<file path="config.mk">
export PLATFORM = sky130hd
export DESIGN_NAME = bpc_engine
export DESIGN_NICKNAME = d
export VERILOG_FILES = /design/src/common/bpc_pkg.sv /design/src/design/bpc_engine.sv
export SDC_FILE = /design/constraint.sdc
export NUM_CORES = 2
export LEC_CHECK = 0
export BUFFER_PORTS_ARGS = -buffer_cell sky130_fd_sc_hd__buf_4
export CAP_MARGIN = 20
export CORE_ASPECT_RATIO = 0.75
export CORE_MARGIN = 2
export CORE_UTILIZATION = 50
export CTS_BUF_LIST = sky130_fd_sc_hd__clkbuf_4 sky130_fd_sc_hd__clkbuf_8 sky130_fd_sc_hd__clkbuf_16
export DETAILED_ROUTE_END_ITERATION = 10
export GPL_TIMING_DRIVEN = 0
export PLACE_DENSITY = 0.66
export RECOVER_POWER = 100
export SLEW_MARGIN = 20
export SYNTH_ARGS = -nofsm -noshare
export SYNTH_HDL_FRONTEND = slang
export SYNTH_SLANG_ARGS = --single-unit
export TNS_END_PERCENT = 50
</file>
<file path="constraint.sdc">
create_clock -name clk_sys_i -period 17.18 [get_ports clk_sys_i]
set_input_delay 3.436 -clock clk_sys_i [delete_from_list [all_inputs] [get_ports clk_sys_i]]
set_output_delay 3.436 -clock clk_sys_i [all_outputs]
set_load 0.005 [all_outputs]
</file>
<file path="src/common/bpc_pkg.sv">
// Shared constants and carriers for the blit pattern and copy command block.
// Assumes a 32-bit command stream of dwords and byte addressed graphics memory.
package bpc_pkg;
	// Packet identification
	localparam logic [2:0] CLIENT_2D = 3'h2;
	localparam logic [6:0] OP_COPY = 7'h53;
	localparam logic [6:0] OP_KEYED = 7'h73;
	localparam logic [6:0] OP_FIXED = 7'h59;
	localparam logic [7:0] LEN_COPY = 8'h06;
	localparam logic [7:0] LEN_KEYED = 8'h08;
	localparam logic [7:0] LEN_FIXED = 8'h05;
	localparam int NDW = 9;
	// Colour depth codes
	localparam logic [1:0] DEPTH_8 = 2'h0;
	localparam logic [1:0] DEPTH_565 = 2'h1;
	localparam logic [1:0] DEPTH_1555 = 2'h2;
	localparam logic [1:0] DEPTH_32 = 2'h3;
	// Fixed pattern selector codes
	localparam logic [3:0] PAT_HORIZ = 4'h0;
	localparam logic [3:0] PAT_VERT = 4'h1;
	localparam logic [3:0] PAT_FDIAG = 4'h2;
	localparam logic [3:0] PAT_BDIAG = 4'h3;
	localparam logic [3:0] PAT_CROSS = 4'h4;
	localparam logic [3:0] PAT_DCROSS = 4'h5;
	localparam logic [3:0] PAT_CHECK = 4'h8;
	localparam logic [3:0] PAT_WIDE = 4'h9;
	localparam logic [3:0] PAT_WALK1 = 4'hA;
	localparam logic [3:0] PAT_WALK0 = 4'hB;
	// Pattern row bytes, bit 7 is pixel 0
	localparam logic [2:0] HORIZ_LINE = 3'h3;
	localparam logic [7:0] ROW_NONE = 8'h00;
	localparam logic [7:0] ROW_FULL = 8'hFF;
	localparam logic [7:0] ROW_VERT = 8'h08;
	localparam logic [7:0] ROW_FDIAG0 = 8'h80;
	localparam logic [7:0] ROW_BDIAG0 = 8'h01;
	localparam logic [7:0] ROW_CHK_EVEN = 8'h55;
	localparam logic [7:0] ROW_CHK_ODD = 8'hAA;
	localparam logic [7:0] ROW_WIDE_EVEN = 8'hCC;
	localparam logic [7:0] ROW_WIDE_ODD = 8'h33;
	localparam logic [7:0] ROW_WALK0 = 8'h88;
	// Tiled pitch granularity in dwords: 512 bytes X-major, 128 bytes Y-major
	localparam logic [15:0] TILEX_DW_MASK = 16'h007F;
	localparam logic [15:0] TILEY_DW_MASK = 16'h001F;
	localparam logic [15:0] ONE16 = 16'h0001;

	typedef enum logic [1:0] {K_FIXED, K_COPY, K_KEYED} bpc_kind_e;

	// First dword of the fixed pattern fill
	typedef struct packed {
		logic [2:0] client;
		logic [6:0] opc;
		logic alpha_we;
		logic rgb_we;
		logic rsv19;
		logic [3:0] pat_sel;
		logic [2:0] hseed;
		logic dst_tile;
		logic [2:0] vseed;
		logic [7:0] len;
	} bpc_hdr_fix_s;

	// First dword of the two copy commands
	typedef struct packed {
		logic [2:0] client;
		logic [6:0] opc;
		logic alpha_we;
		logic rgb_we;
		logic [2:0] key_mode;
		logic rsv16;
		logic src_tile;
		logic [2:0] rsv14;
		logic dst_tile;
		logic [2:0] rsv10;
		logic [7:0] len;
	} bpc_hdr_cpy_s;

	// Depth, raster operation and pitch dword
	typedef struct packed {
		logic rsv31;
		logic clip_en;
		logic rsv29;
		logic transp;
		logic bmask_en;
		logic rsv26;
		logic [1:0] depth;
		logic [7:0] raster_operation_code;
		logic signed [15:0] pitch;
	} bpc_drp_s;

	typedef struct packed {
		logic signed [15:0] y;
		logic signed [15:0] x;
	} bpc_xy_s;

	// One pixel operation handed to the memory side
	typedef struct packed {
		logic [31:0] dst_addr;
		logic [31:0] src_addr;
		logic signed [15:0] x;
		logic signed [15:0] y;
		logic [31:0] color;
		logic we;
		logic alpha_we;
		logic rgb_we;
		logic bmask_en;
		logic src_rd;
		logic [7:0] raster_operation_code;
		logic [1:0] depth;
		logic [2:0] key_mode;
	} bpc_pix_s;
endpackage

</file>
<file path="src/design/bpc_engine.sv">
// Blit command interpreter: fixed pattern fill, colour copy and keyed copy.
// Assumes one 10 MHz clock, synchronous active-low reset, a dword command
// stream with valid/ready and a memory side that takes pixel ops by handshake.
`timescale 1ns/1ns
`default_nettype none

// Command FIFO: flip-flop storage, read and write index plus fill count
module bpc_fifo #(
	parameter int W = 32,
	parameter int D = 32
) (
	input wire logic clk_sys_i,
	input wire logic rst_n_i,
	input wire logic [W-1:0] in_data_i,
	input wire logic in_valid_i,
	output logic in_ready_o,
	output logic [W-1:0] out_data_o,
	output logic out_valid_o,
	input wire logic out_ready_i
);
	localparam int AW = $clog2(D);
	logic [D-1:0][W-1:0] mem_ff;
	logic [AW-1:0] wr_ff;
	logic [AW-1:0] rd_ff;
	logic [AW:0] cnt_ff;
	logic push;
	logic pop;

	// Honest full and empty from the fill count
	assign in_ready_o = (cnt_ff != (AW+1)'(D));
	assign out_valid_o = (cnt_ff != '0);
	assign out_data_o = mem_ff[rd_ff];
	assign push = in_valid_i && in_ready_o;
	assign pop = out_valid_o && out_ready_i;

	// Pointers and fill count
	always_ff @(posedge clk_sys_i) begin
		if (!rst_n_i) begin
			wr_ff <= '0;
			rd_ff <= '0;
			cnt_ff <= '0;
		end else begin
			if (push) begin
				wr_ff <= (wr_ff == AW'(D-1)) ? '0 : wr_ff + 1'b1;
			end
			if (pop) begin
				rd_ff <= (rd_ff == AW'(D-1)) ? '0 : rd_ff + 1'b1;
			end
			cnt_ff <= cnt_ff + (AW+1)'(push) - (AW+1)'(pop);
		end
	end

	// Data words are not reset
	always_ff @(posedge clk_sys_i) begin
		if (push) begin
			mem_ff[wr_ff] <= in_data_i;
		end
	end
endmodule

module bpc_engine #(
	parameter int FIFO_DEPTH = 32
) (
	input wire logic clk_sys_i,
	input wire logic rst_n_i,
	input wire logic [31:0] cmd_data_i,
	input wire logic cmd_valid_i,
	output logic cmd_ready_o,
	input wire bpc_pkg::bpc_xy_s clip_tl_i,
	input wire bpc_pkg::bpc_xy_s clip_br_i,
	input wire logic tile_y_i,
	output bpc_pkg::bpc_pix_s pix_o,
	output logic pix_valid_o,
	input wire logic pix_ready_i,
	output logic busy_o,
	output logic bad_cmd_o,
	output logic pitch_err_o
);
	typedef enum logic [2:0] {S_HDR, S_BODY, S_SETUP, S_RUN, S_SKIP} bpc_st_e;

	typedef struct packed {
		bpc_st_e st;
		logic [3:0] idx;
		logic [8:0] left;
		bpc_pkg::bpc_kind_e kind;
		logic [31:0] hdr;
		logic [bpc_pkg::NDW-1:0][31:0] dw;
		logic xback;
		logic yback;
		logic [15:0] ox;
		logic [15:0] oy;
		logic [31:0] dline;
		logic [31:0] sline;
		bpc_pkg::bpc_pix_s pix;
		logic pvld;
		logic bad;
		logic perr;
	} bpc_state_s;

	bpc_state_s cur_ff;
	bpc_state_s nxt_ff;
	logic [31:0] f_data;
	logic f_valid;
	logic f_ready;

	bpc_fifo #(.W(32), .D(FIFO_DEPTH)) u_fifo (
		.clk_sys_i(clk_sys_i),
		.rst_n_i(rst_n_i),
		.in_data_i(cmd_data_i),
		.in_valid_i(cmd_valid_i),
		.in_ready_o(cmd_ready_o),
		.out_data_o(f_data),
		.out_valid_o(f_valid),
		.out_ready_i(f_ready)
	);

	// Row byte of a fixed bitmap for one scan line
	function automatic logic [7:0] pat_row(input logic [3:0] sel, input logic [2:0] n);
		logic [7:0] fd;
		logic [7:0] bd;
		logic [7:0] hz;
		logic [7:0] wk;
		fd = bpc_pkg::ROW_FDIAG0 >> n;
		bd = bpc_pkg::ROW_BDIAG0 << n;
		hz = (n == bpc_pkg::HORIZ_LINE) ? bpc_pkg::ROW_FULL : bpc_pkg::ROW_NONE;
		wk = bpc_pkg::ROW_WALK0 >> n[1:0];
		case (sel)
			bpc_pkg::PAT_HORIZ: pat_row = hz;
			bpc_pkg::PAT_VERT: pat_row = bpc_pkg::ROW_VERT;
			bpc_pkg::PAT_FDIAG: pat_row = fd;
			bpc_pkg::PAT_BDIAG: pat_row = bd;
			bpc_pkg::PAT_CROSS: pat_row = hz | bpc_pkg::ROW_VERT;
			bpc_pkg::PAT_DCROSS: pat_row = fd | bd;
			bpc_pkg::PAT_CHECK: pat_row = n[0] ? bpc_pkg::ROW_CHK_ODD : bpc_pkg::ROW_CHK_EVEN;
			bpc_pkg::PAT_WIDE: pat_row = n[0] ? bpc_pkg::ROW_WIDE_ODD : bpc_pkg::ROW_WIDE_EVEN;
			bpc_pkg::PAT_WALK1: pat_row = wk;
			bpc_pkg::PAT_WALK0: pat_row = ~wk;
			default: pat_row = bpc_pkg::ROW_NONE;
		endcase
	endfunction

	// Field views of the captured packet
	bpc_pkg::bpc_hdr_fix_s hf;
	bpc_pkg::bpc_hdr_cpy_s hc;
	bpc_pkg::bpc_drp_s drp;
	bpc_pkg::bpc_xy_s dtl;
	bpc_pkg::bpc_xy_s dbr;
	bpc_pkg::bpc_xy_s stl;
	bpc_pkg::bpc_hdr_cpy_s in_h;
	logic signed [15:0] spitch;
	logic signed [15:0] w;
	logic signed [15:0] h;
	logic [1:0] sh;
	assign hf = cur_ff.hdr;
	assign hc = cur_ff.hdr;
	assign in_h = f_data;
	assign drp = cur_ff.dw[0];
	assign dtl = cur_ff.dw[1];
	assign dbr = cur_ff.dw[2];
	assign stl = cur_ff.dw[4];
	assign spitch = cur_ff.dw[5][15:0];
	assign w = dbr.x - dtl.x;
	assign h = dbr.y - dtl.y;
	// Bytes per pixel as a shift
	assign sh = (drp.depth == bpc_pkg::DEPTH_32) ? 2'd2 :
		(drp.depth == bpc_pkg::DEPTH_8) ? 2'd0 : 2'd1;
	assign f_ready = (cur_ff.st == S_HDR) || (cur_ff.st == S_BODY) || (cur_ff.st == S_SKIP);

	localparam logic signed [15:0] ONE_S = bpc_pkg::ONE16;

	// Next state
	always_comb begin
		logic signed [15:0] px;
		logic signed [15:0] py;
		logic signed [15:0] ys;
		logic signed [15:0] sys;
		logic signed [31:0] p4;
		logic signed [31:0] sp4;
		logic [2:0] pb;
		logic [7:0] row;
		logic [31:0] col;
		logic tiled;
		logic good;
		px = '0;
		py = '0;
		ys = '0;
		sys = '0;
		p4 = 32'(drp.pitch) <<< 2;
		sp4 = 32'(spitch) <<< 2;
		pb = '0;
		row = '0;
		col = '0;
		tiled = 1'b0;
		good = 1'b0;
		nxt_ff = cur_ff;
		nxt_ff.bad = 1'b0;
		if (pix_ready_i) begin
			nxt_ff.pvld = 1'b0;
		end
		case (cur_ff.st)
			S_HDR: begin
				if (f_valid) begin
					nxt_ff.hdr = f_data;
					nxt_ff.idx = '0;
					nxt_ff.left = 9'(in_h.len) + 9'd1;
					if (in_h.client == bpc_pkg::CLIENT_2D) begin
						if (in_h.opc == bpc_pkg::OP_COPY && in_h.len == bpc_pkg::LEN_COPY) begin
							nxt_ff.kind = bpc_pkg::K_COPY;
							good = 1'b1;
						end else if (in_h.opc == bpc_pkg::OP_KEYED &&
							in_h.len == bpc_pkg::LEN_KEYED) begin
							nxt_ff.kind = bpc_pkg::K_KEYED;
							good = 1'b1;
						end else if (in_h.opc == bpc_pkg::OP_FIXED &&
							in_h.len == bpc_pkg::LEN_FIXED) begin
							nxt_ff.kind = bpc_pkg::K_FIXED;
							good = 1'b1;
						end
					end
					nxt_ff.st = good ? S_BODY : S_SKIP;
					nxt_ff.bad = !good;
				end
			end
			S_BODY: begin
				if (f_valid) begin
					nxt_ff.dw[cur_ff.idx] = f_data;
					nxt_ff.idx = cur_ff.idx + 4'd1;
					nxt_ff.left = cur_ff.left - 9'd1;
					if (cur_ff.left == 9'd1) begin
						nxt_ff.st = S_SETUP;
					end
				end
			end
			S_SKIP: begin
				if (f_valid) begin
					nxt_ff.left = cur_ff.left - 9'd1;
					if (cur_ff.left == 9'd1) begin
						nxt_ff.st = S_HDR;
					end
				end
			end
			S_SETUP: begin
				// Direction from equal bases only, no true overlap test
				good = (cur_ff.kind != bpc_pkg::K_FIXED) && (cur_ff.dw[3] == cur_ff.dw[6]);
				nxt_ff.xback = good && (stl.x < dtl.x);
				nxt_ff.yback = good && (stl.y < dtl.y);
				ys = nxt_ff.yback ? dbr.y - ONE_S : dtl.y;
				sys = stl.y + (ys - dtl.y);
				nxt_ff.dline = cur_ff.dw[3] + 32'(ys) * p4;
				nxt_ff.sline = cur_ff.dw[6] + 32'(sys) * sp4;
				nxt_ff.ox = '0;
				nxt_ff.oy = '0;
				// Tiled pitch granularity check per surface
				tiled = (cur_ff.kind == bpc_pkg::K_FIXED) ? hf.dst_tile : hc.dst_tile;
				nxt_ff.perr = tiled && ((drp.pitch & (tile_y_i ? bpc_pkg::TILEY_DW_MASK :
					bpc_pkg::TILEX_DW_MASK)) != '0);
				if (cur_ff.kind != bpc_pkg::K_FIXED && hc.src_tile && ((spitch &
					(tile_y_i ? bpc_pkg::TILEY_DW_MASK : bpc_pkg::TILEX_DW_MASK)) != '0)) begin
					nxt_ff.perr = 1'b1;
				end
				nxt_ff.st = (w > 0 && h > 0) ? S_RUN : S_HDR;
			end
			S_RUN: begin
				if (!cur_ff.pvld || pix_ready_i) begin
					px = cur_ff.xback ? dbr.x - ONE_S - cur_ff.ox : dtl.x + cur_ff.ox;
					py = cur_ff.yback ? dbr.y - ONE_S - cur_ff.oy : dtl.y + cur_ff.oy;
					nxt_ff.pix.x = px;
					nxt_ff.pix.y = py;
					nxt_ff.pix.dst_addr = cur_ff.dline + (32'(px) << sh);
					nxt_ff.pix.src_addr = cur_ff.sline + (32'(stl.x + (px - dtl.x)) << sh);
					nxt_ff.pix.raster_operation_code = drp.raster_operation_code;
					nxt_ff.pix.depth = drp.depth;
					nxt_ff.pix.src_rd = (cur_ff.kind != bpc_pkg::K_FIXED);
					nxt_ff.pix.key_mode = (cur_ff.kind == bpc_pkg::K_KEYED) ? hc.key_mode : '0;
					nxt_ff.pix.bmask_en = (cur_ff.kind == bpc_pkg::K_FIXED) && drp.bmask_en;
					nxt_ff.pix.alpha_we = (drp.depth != bpc_pkg::DEPTH_32) || hc.alpha_we;
					nxt_ff.pix.rgb_we = (drp.depth != bpc_pkg::DEPTH_32) || hc.rgb_we;
					nxt_ff.pix.we = 1'b1;
					nxt_ff.pix.color = '0;
					if (cur_ff.kind == bpc_pkg::K_FIXED) begin
						row = pat_row(hf.pat_sel, 3'(py) + hf.vseed);
						pb = 3'(px) + hf.hseed;
						col = row[3'd7 - pb] ? cur_ff.dw[5] : cur_ff.dw[4];
						nxt_ff.pix.color = (drp.depth == bpc_pkg::DEPTH_32) ? col :
							(drp.depth == bpc_pkg::DEPTH_8) ? {24'h000000, col[7:0]} :
							{16'h0000, col[15:0]};
						nxt_ff.pix.we = row[3'd7 - pb] || !drp.transp;
					end
					if (drp.clip_en && (px < clip_tl_i.x || px >= clip_br_i.x ||
						py < clip_tl_i.y || py >= clip_br_i.y)) begin
						nxt_ff.pix.we = 1'b0;
					end
					nxt_ff.pvld = 1'b1;
					nxt_ff.ox = cur_ff.ox + 16'd1;
					if (cur_ff.ox == 16'(w - ONE_S)) begin
						nxt_ff.ox = '0;
						nxt_ff.oy = cur_ff.oy + 16'd1;
						nxt_ff.dline = cur_ff.yback ? cur_ff.dline - p4 : cur_ff.dline + p4;
						nxt_ff.sline = cur_ff.yback ? cur_ff.sline - sp4 : cur_ff.sline + sp4;
						if (cur_ff.oy == 16'(h - ONE_S)) begin
							nxt_ff.st = S_HDR;
						end
					end
				end
			end
			default: nxt_ff.st = S_HDR;
		endcase
	end

	// State register
	always_ff @(posedge clk_sys_i) begin
		if (!rst_n_i) begin
			cur_ff <= '0;
		end else begin
			cur_ff <= nxt_ff;
		end
	end

	assign pix_o = cur_ff.pix;
	assign pix_valid_o = cur_ff.pvld;
	assign busy_o = (cur_ff.st != S_HDR) || cur_ff.pvld;
	assign bad_cmd_o = cur_ff.bad;
	assign pitch_err_o = cur_ff.perr;
endmodule

`default_nettype wire

</file>
# --- Yosys cells after proc, flatten, opt, wreduce, memory -nomap -nowiden ---
# Cells that the tools add are included.
totals:
  regBits: 1625
  input_bits: 101
  output_inout_bits: 151
  word_cells: 285
op_classes:
  add_sub_neg: 35
  multipliers: 2
  order_cmp: 14
  n_eq_ne: 39
  shift: 5
  muxes: 63
  n_bitwise: 4
  n_reduce_logical: 52
ops:
  columns: ["operator", "count"]
  rows:
  - ["$bwmux W1024", 1]
  - ["$bwmux W288", 1]
  - ["$mux W243", 1]
  - ["$mux W32", 7]
  - ["$add A32 B32 Y32", 6]
  - ["$pmux W96 S2", 1]
  - ["$bmux W32 S5", 1]
  - ["$demux W32 S5", 1]
  - ["$demux W32 S4", 1]
  - ["$mux W96", 1]
  - ["$mux W16", 5]
  - ["$pmux W8 S10", 1]
  - ["$sub A16 B16 Y16", 5]
  - ["$lt A16 B16 Y1", 4]
  - ["$mul A32 B30 Y30", 2]
  - ["$shl A32 B2 Y32", 2]
  - ["$sub A32 B32 Y32", 2]
  - ["$mux W50", 1]
  - ["$add A16 B16 Y16", 3]
  - ["$mux W8", 6]
  - ["$sub A16 B2 Y16 const B", 3]
  - ["$mux W33", 1]
  - ["$add A16 B1 Y16 const B", 2]
  - ["$eq A16 B16 Y1", 2]
  - ["66 further kinds", 154]

# --- Logic depth before layout (Yosys ltp) ---
depth:
  ltp_word: 19
  depth_mapped: 58
  mapped_depth_nobuf: 56

# --- Cells and area by module ---
# Synthesis repeated with hierarchy kept, for this count alone.
hier_totals:
  hier_cells: 9711
  area_unflattened_um2: 103463.0
modules_own_cells:
  columns: ["mod", "n_inst", "cells_each", "area_per_inst_um2", "seq_area_each_um2"]
  rows:
  - ["bpc_engine", 1, 7879, 63648.5, 10009.6]
  - ["bpc_fifo", 1, 1832, 39814.4, 31069.8]

# --- Least setup slack after synthesis ---
# No wires, ideal clock.
synth_path:
  path_kind: "reg-to-reg"
  from: "register cur_ff, in the netlist dtl[29]"
  to: "register cur_ff[179] (netlist bit)"
  setup_time_ps: 119
  t_arrival_ps: 12878
  t_required_ps: 17061
  path_slack_ps: 4183
  path_stages_with_launch: 49
  path_buffers: 3
  synth_period_minus_slack_ps: 12997
  cell_sequence: "dfxtp_1 inv_1 ha_1 nand4_1 a211oi_1 a22o_1 a31oi_1 o21ai_1 clkbuf_1 clkbuf_1 nand2_1 o21ai_1 clkbuf_1 fa_1 ha_1 or4_1 o2111a_1 o211a_1 [13 not listed] ha_1 a21o_1 a21oi_1 a21oi_1 nor2_1 a31oi_1 a21o_1 xor2_1 ha_1 a21oi_1 or3b_2 o21ai_0 o21ai_0 a211o_1 a21oi_1 xor2_1 o21ai_0 o221a_2"
synth_between:
  elab_chain_len: 8
synth_rtl:
  columns: ["item", "line", "rtl"]
  rows:
  - ["from (decl)", "bpc_engine.sv:100", "bpc_state_s cur_ff;"]
  - ["from (signal assigned)", "bpc_engine.sv:315", "cur_ff <= nxt_ff;"]
  - ["$lt A16 B16 Y1", "bpc_engine.sv:246", "nxt_ff.yback = good && (stl.y < dtl.y);"]
  - ["$logic_and A1 B1 Y1", "bpc_engine.sv:246", null]
  - ["$mux W16", "bpc_engine.sv:247", "ys = nxt_ff.yback ? dbr.y - ONE_S : dtl.y;"]
  - ["$sub A16 B16 Y16 (*)", "bpc_engine.sv:248", "sys = stl.y + (ys - dtl.y);"]
  - ["$add A16 B16 Y16 (*)", "bpc_engine.sv:248", null]
  - ["$mul A32 B30 Y30 (*)", "bpc_engine.sv:250", "nxt_ff.sline = cur_ff.dw[6] + 32'(sys) * sp4;"]
  - ["$add A32 B32 Y32 (*)", "bpc_engine.sv:250", null]
  - ["$pmux W96 S2 (*)", "bpc_engine.sv:200", "case (cur_ff.st)"]
# Mark *: on every way between the ends. The rest lies on a longest branch, timed or not.
# A chain may end at the register's enable or synchronous reset.

# --- Worst setup path after layout ---
layout_path:
  from: "register cur_ff, in the netlist dtl[31]"
  to: "register cur_ff[179] (netlist bit)"
# The elaborated chain is that of the path after synthesis.

==> results.cfg <==
[run_status]
outcome = complete, but fails checks
violations = max-capacitance violations, max-slew violations

[logic_synthesis]
syn-cell-area_mm2 = 0.1025
synth_seq_cells = 1540
ys_seq_area_share_pct = 40.09
synth-edff-count = 1024
synth_cell_types = 97
synth_fp_nets = 10580
async_flop_share_pct = 0
ys_warn_count = 0
ys.flop_type = edfxtp_1
synthesis.instances = 9174
post_synth.cell_area_avg_um2 = 11.17

[sta]
timing.final.crit_share_pct = 96.91
min_period_ns = 16.65
clock.fmax_ghz = 0.06006
rsz0062_at_grt = false
fin_skew_ns = 0.09137
finalSetupTns_ns = 0
setup_viol = 0
slew_viol_final = 640
slew_headroom_pct = -57.95
worst_slew_pin_slew_ns = 2.303
hold-worst-slack_ns = 0.4518
finalHoldViolations = 0

[global_routing]
grt_max_degree = 33
grt_overflow_total = 0
antenna_found_initial = 16
first_global_vias = 74930
grt_pass1_wl_um = 513800
grt_use_total_pct = 33.93

[setup_path]
cp_num_buf_inv = 6
worstRegToRegCells = 47
worstPathArrival_ns = 17.37
crit_path_frequent_cell = fa_1
worstSetupEndpointType = register
cp_slowest_stage_delay_ns = 0.92
cp_top_family = compound AO/OA/AOI/OAI gates
worstSetupPathType = register to register
r2r_end = cur_ff[179]
slowest_stage = fa_1
rrSetupSlack_ns = 0.53
required_ns = 17.90
critPathLaunchType = register
worstPathMaxFanout = 10
reg2reg_from = dtl[31]

[final_layout]
fin_nets = 11100
drive_gt1_share_pct = 10.88
area_growth_pct = 10.81
filler_cell_count = 17060
seqCellArea_mm2 = 0.04108
multi_input_comb_area_mm2 = 0.05525

[floorplanning]
initial_utilization_pct = 50.46
ios = 252
die_h_um = 396.0
fp.dieW_um = 526.7
dieArea_mm2 = 0.2086
core_mm2 = 0.2031
row_count = 143

[detailed_routing]
initialDrtViolationCount = 10440
num_vias = 77000
drtPass1Iterations = 8
route.detailed.drc = 0
routed_wl_um = 356300
via_per_inst = 6.163
wl_per_cell_um = 28.52
postRouteAntennaNets = 0

[flow_run]
drv_cap = 40

[clocking]
clk_latency_ns = 0.86
clk_pin_slew_ns = 0.06
cts_resized = 0
ctsLongestPathBuffers = 4
ctsHoldBuffers = 0
root_buffer = clkbuf_16
cts_sinks = 1540
cts_htree_levels = 4
cts_tree = done
cts_inserted_buffers = 162
post-cts-setup-buffers = 0

[worst_hold_path]
holdPathEnd = pix_o[87]
min_path_type = register to register
min-delay-start = pix_o[87]
hold_depth = 2

[placement]
dpl.hpwl_um = 273800
port_buffers = 251
gp_congestion = 1.012

[power_and_ir_drop]
p_per_area_mw_per_mm2 = 85.60
leakage_uw = 0.04582
ir_drop_v = 0.00008768
cells in the final DEF, fill, tap and decap left out, drive strengths merged, types with 14 or more instances in the layout:
master / Yosys / final
xor2: 148 / 148
nor2: 668 / 668
and2: 201 / 201
nor4b: 14 / 14
nand4: 30 / 30
xnor2: 351 / 351
mux2i: 104 / 104
o21a: 84 / 84
or3: 44 / 44
o31ai: 30 / 30
buf: 229 / 301
nand2b: 75 / 75
a31oi: 40 / 40
a21boi: 16 / 16
nor3b: 22 / 22
a211o: 15 / 15
nand2: 688 / 688
a21o: 113 / 113
o21bai: 43 / 43
a211oi: 269 / 269
o21ai: 377 / 377
edfxtp: 1024 / 1024
nor4: 33 / 33
clkbuf: 319 / 797
mux4: 330 / 330
nor2b: 71 / 71
ha: 652 / 652
inv: 992 / 999
fa: 654 / 654
nand3b: 22 / 22
o211ai: 26 / 26
clkinv: 3 / 53
and3: 52 / 52
nand3: 95 / 95
o22ai: 14 / 14
dfxtp: 516 / 516
a21oi: 481 / 481
nor3: 134 / 134
synthesized netlist by cell type (201+ instances only):
master / count / area share, %
and2_1: 201 / 1.2
nor2_1: 667 / 2.4
inv_1: 991 / 3.6
nand2_1: 687 / 2.5
o21ai_0: 346 / 1.7
mux4_2: 330 / 7.3
edfxtp_1: 1024 / 30
xnor2_1: 350 / 3.0
dfxtp_1: 516 / 10
a211oi_1: 269 / 2.0
clkbuf_1: 318 / 1.2
a21oi_1: 481 / 2.3
fa_1: 654 / 13
ha_1: 652 / 8.0
kinds of logic (layout without fill, tap and decap cells):
| logic type | Yosys count | in the layout | share of synthesized area [%] |
|---|---|---|---|
| buffers and inverters | 1543 | 2172 | 6.269 |
| xor gates and xnor gates | 503 | 503 | 4.361 |
| other | 0 | 9 | 0 |
| adders and majority gates | 1306 | 1306 | 20.74 |
| DFF | 1540 | 1540 | 40.09 |
| muxes | 440 | 440 | 8.351 |
| and+or+nand+nor | 2195 | 2195 | 10.01 |
| AOI/OAI and AO/OA | 1647 | 1647 | 10.18 |
state kept, by name (all words and copies together), names as in the netlist:
signal / cells
u_fifo.mem_ff: 1024
cur_ff: 212
pix_o: 146
dbr: 32
dtl: 32
stl: 32
drp: 29
hc: 14
u_fifo.cnt_ff: 6
u_fifo.rd_ff: 5
u_fifo.wr_ff: 5
bad_cmd_o: 1
pitch_err_o: 1
pix_valid_o: 1
metal layers:
| layer | vias up | track usage, % | wire [um] |
|---|---|---|---|
| met3 | 751 | 9.225 | 46650 |
| met5 | - | 0 | 167 |
| li1 | 33080 | - | - |
| met4 | 14 | 14.69 | 18080 |
| met2 | 4794 | 47.28 | 144500 |
| met1 | 38360 | 49.46 | 146900 |
where the power goes:
group | internal (uW) | switching [uW]
combinational | 813 | 1340
sequential | 4010 | 31.1
clock | 2000 | 1530
how the worst max path moves through the flow:
stage                           start          end  slack (ns)  depth (start not counted)
after detailed placement      dtl[31]  cur_ff[179]        0.34                         47
after global routing          dtl[31]  cur_ff[179]       0.009                         47
after CTS                     dtl[31]  cur_ff[179]        0.33                         47
final                         dtl[31]  cur_ff[179]        0.53                         47
after floorplan               dtl[29]  cur_ff[179]        4.18                         48
after global placement    cur_ff[567]  cur_ff[179]        0.12                         44
per-stage QoR:
stage / total power (uW) / worst slack (ns) / cells / cell area (um2) / util, %
after global placement: 6029 / 0.1204 / 12110 / 107700 / 53.04
after floorplan: 5300 / 4.183 / 9174 / 102500 / -
final: 9719 / 0.5306 / 12490 / 113500 / 55.91
after CTS: 9809 / 0.3349 / 12480 / 115700 / 56.98
after detailed placement: 6314 / 0.3416 / 12200 / 110500 / 54.42
after global routing: 9936 / 0.008798 / 12490 / 113500 / 55.90
cell type report:
cell class / count / share of cell area, %
clock buffer: 200 / 3.903
multi-input combinational: 6091 / 48.66
timing repair buffer: 350 / 2.010
sequential: 1540 / 36.18
tap: 2682 / 2.956
antenna: 9 / 0.01984
buffer: 548 / 2.308
clock inverter: 79 / 0.6722
inverter: 995 / 3.289
worst reg2reg max path, delay by kind of cell (launching register included):
| family | cells | cell delay, ns |
|---|---|---|
| XOR/XNOR | 3 | 0.90 |
| AND/OR/NAND/NOR | 6 | 1.95 |
| AO/OA/AOI/OAI | 21 | 5.40 |
| buffers and inverters | 6 | 2.58 |
| flip-flops | 1 | 0.52 |
| adder cells (fa/ha/maj) | 11 | 5.27 |
(Power assumes the default switching activity.)
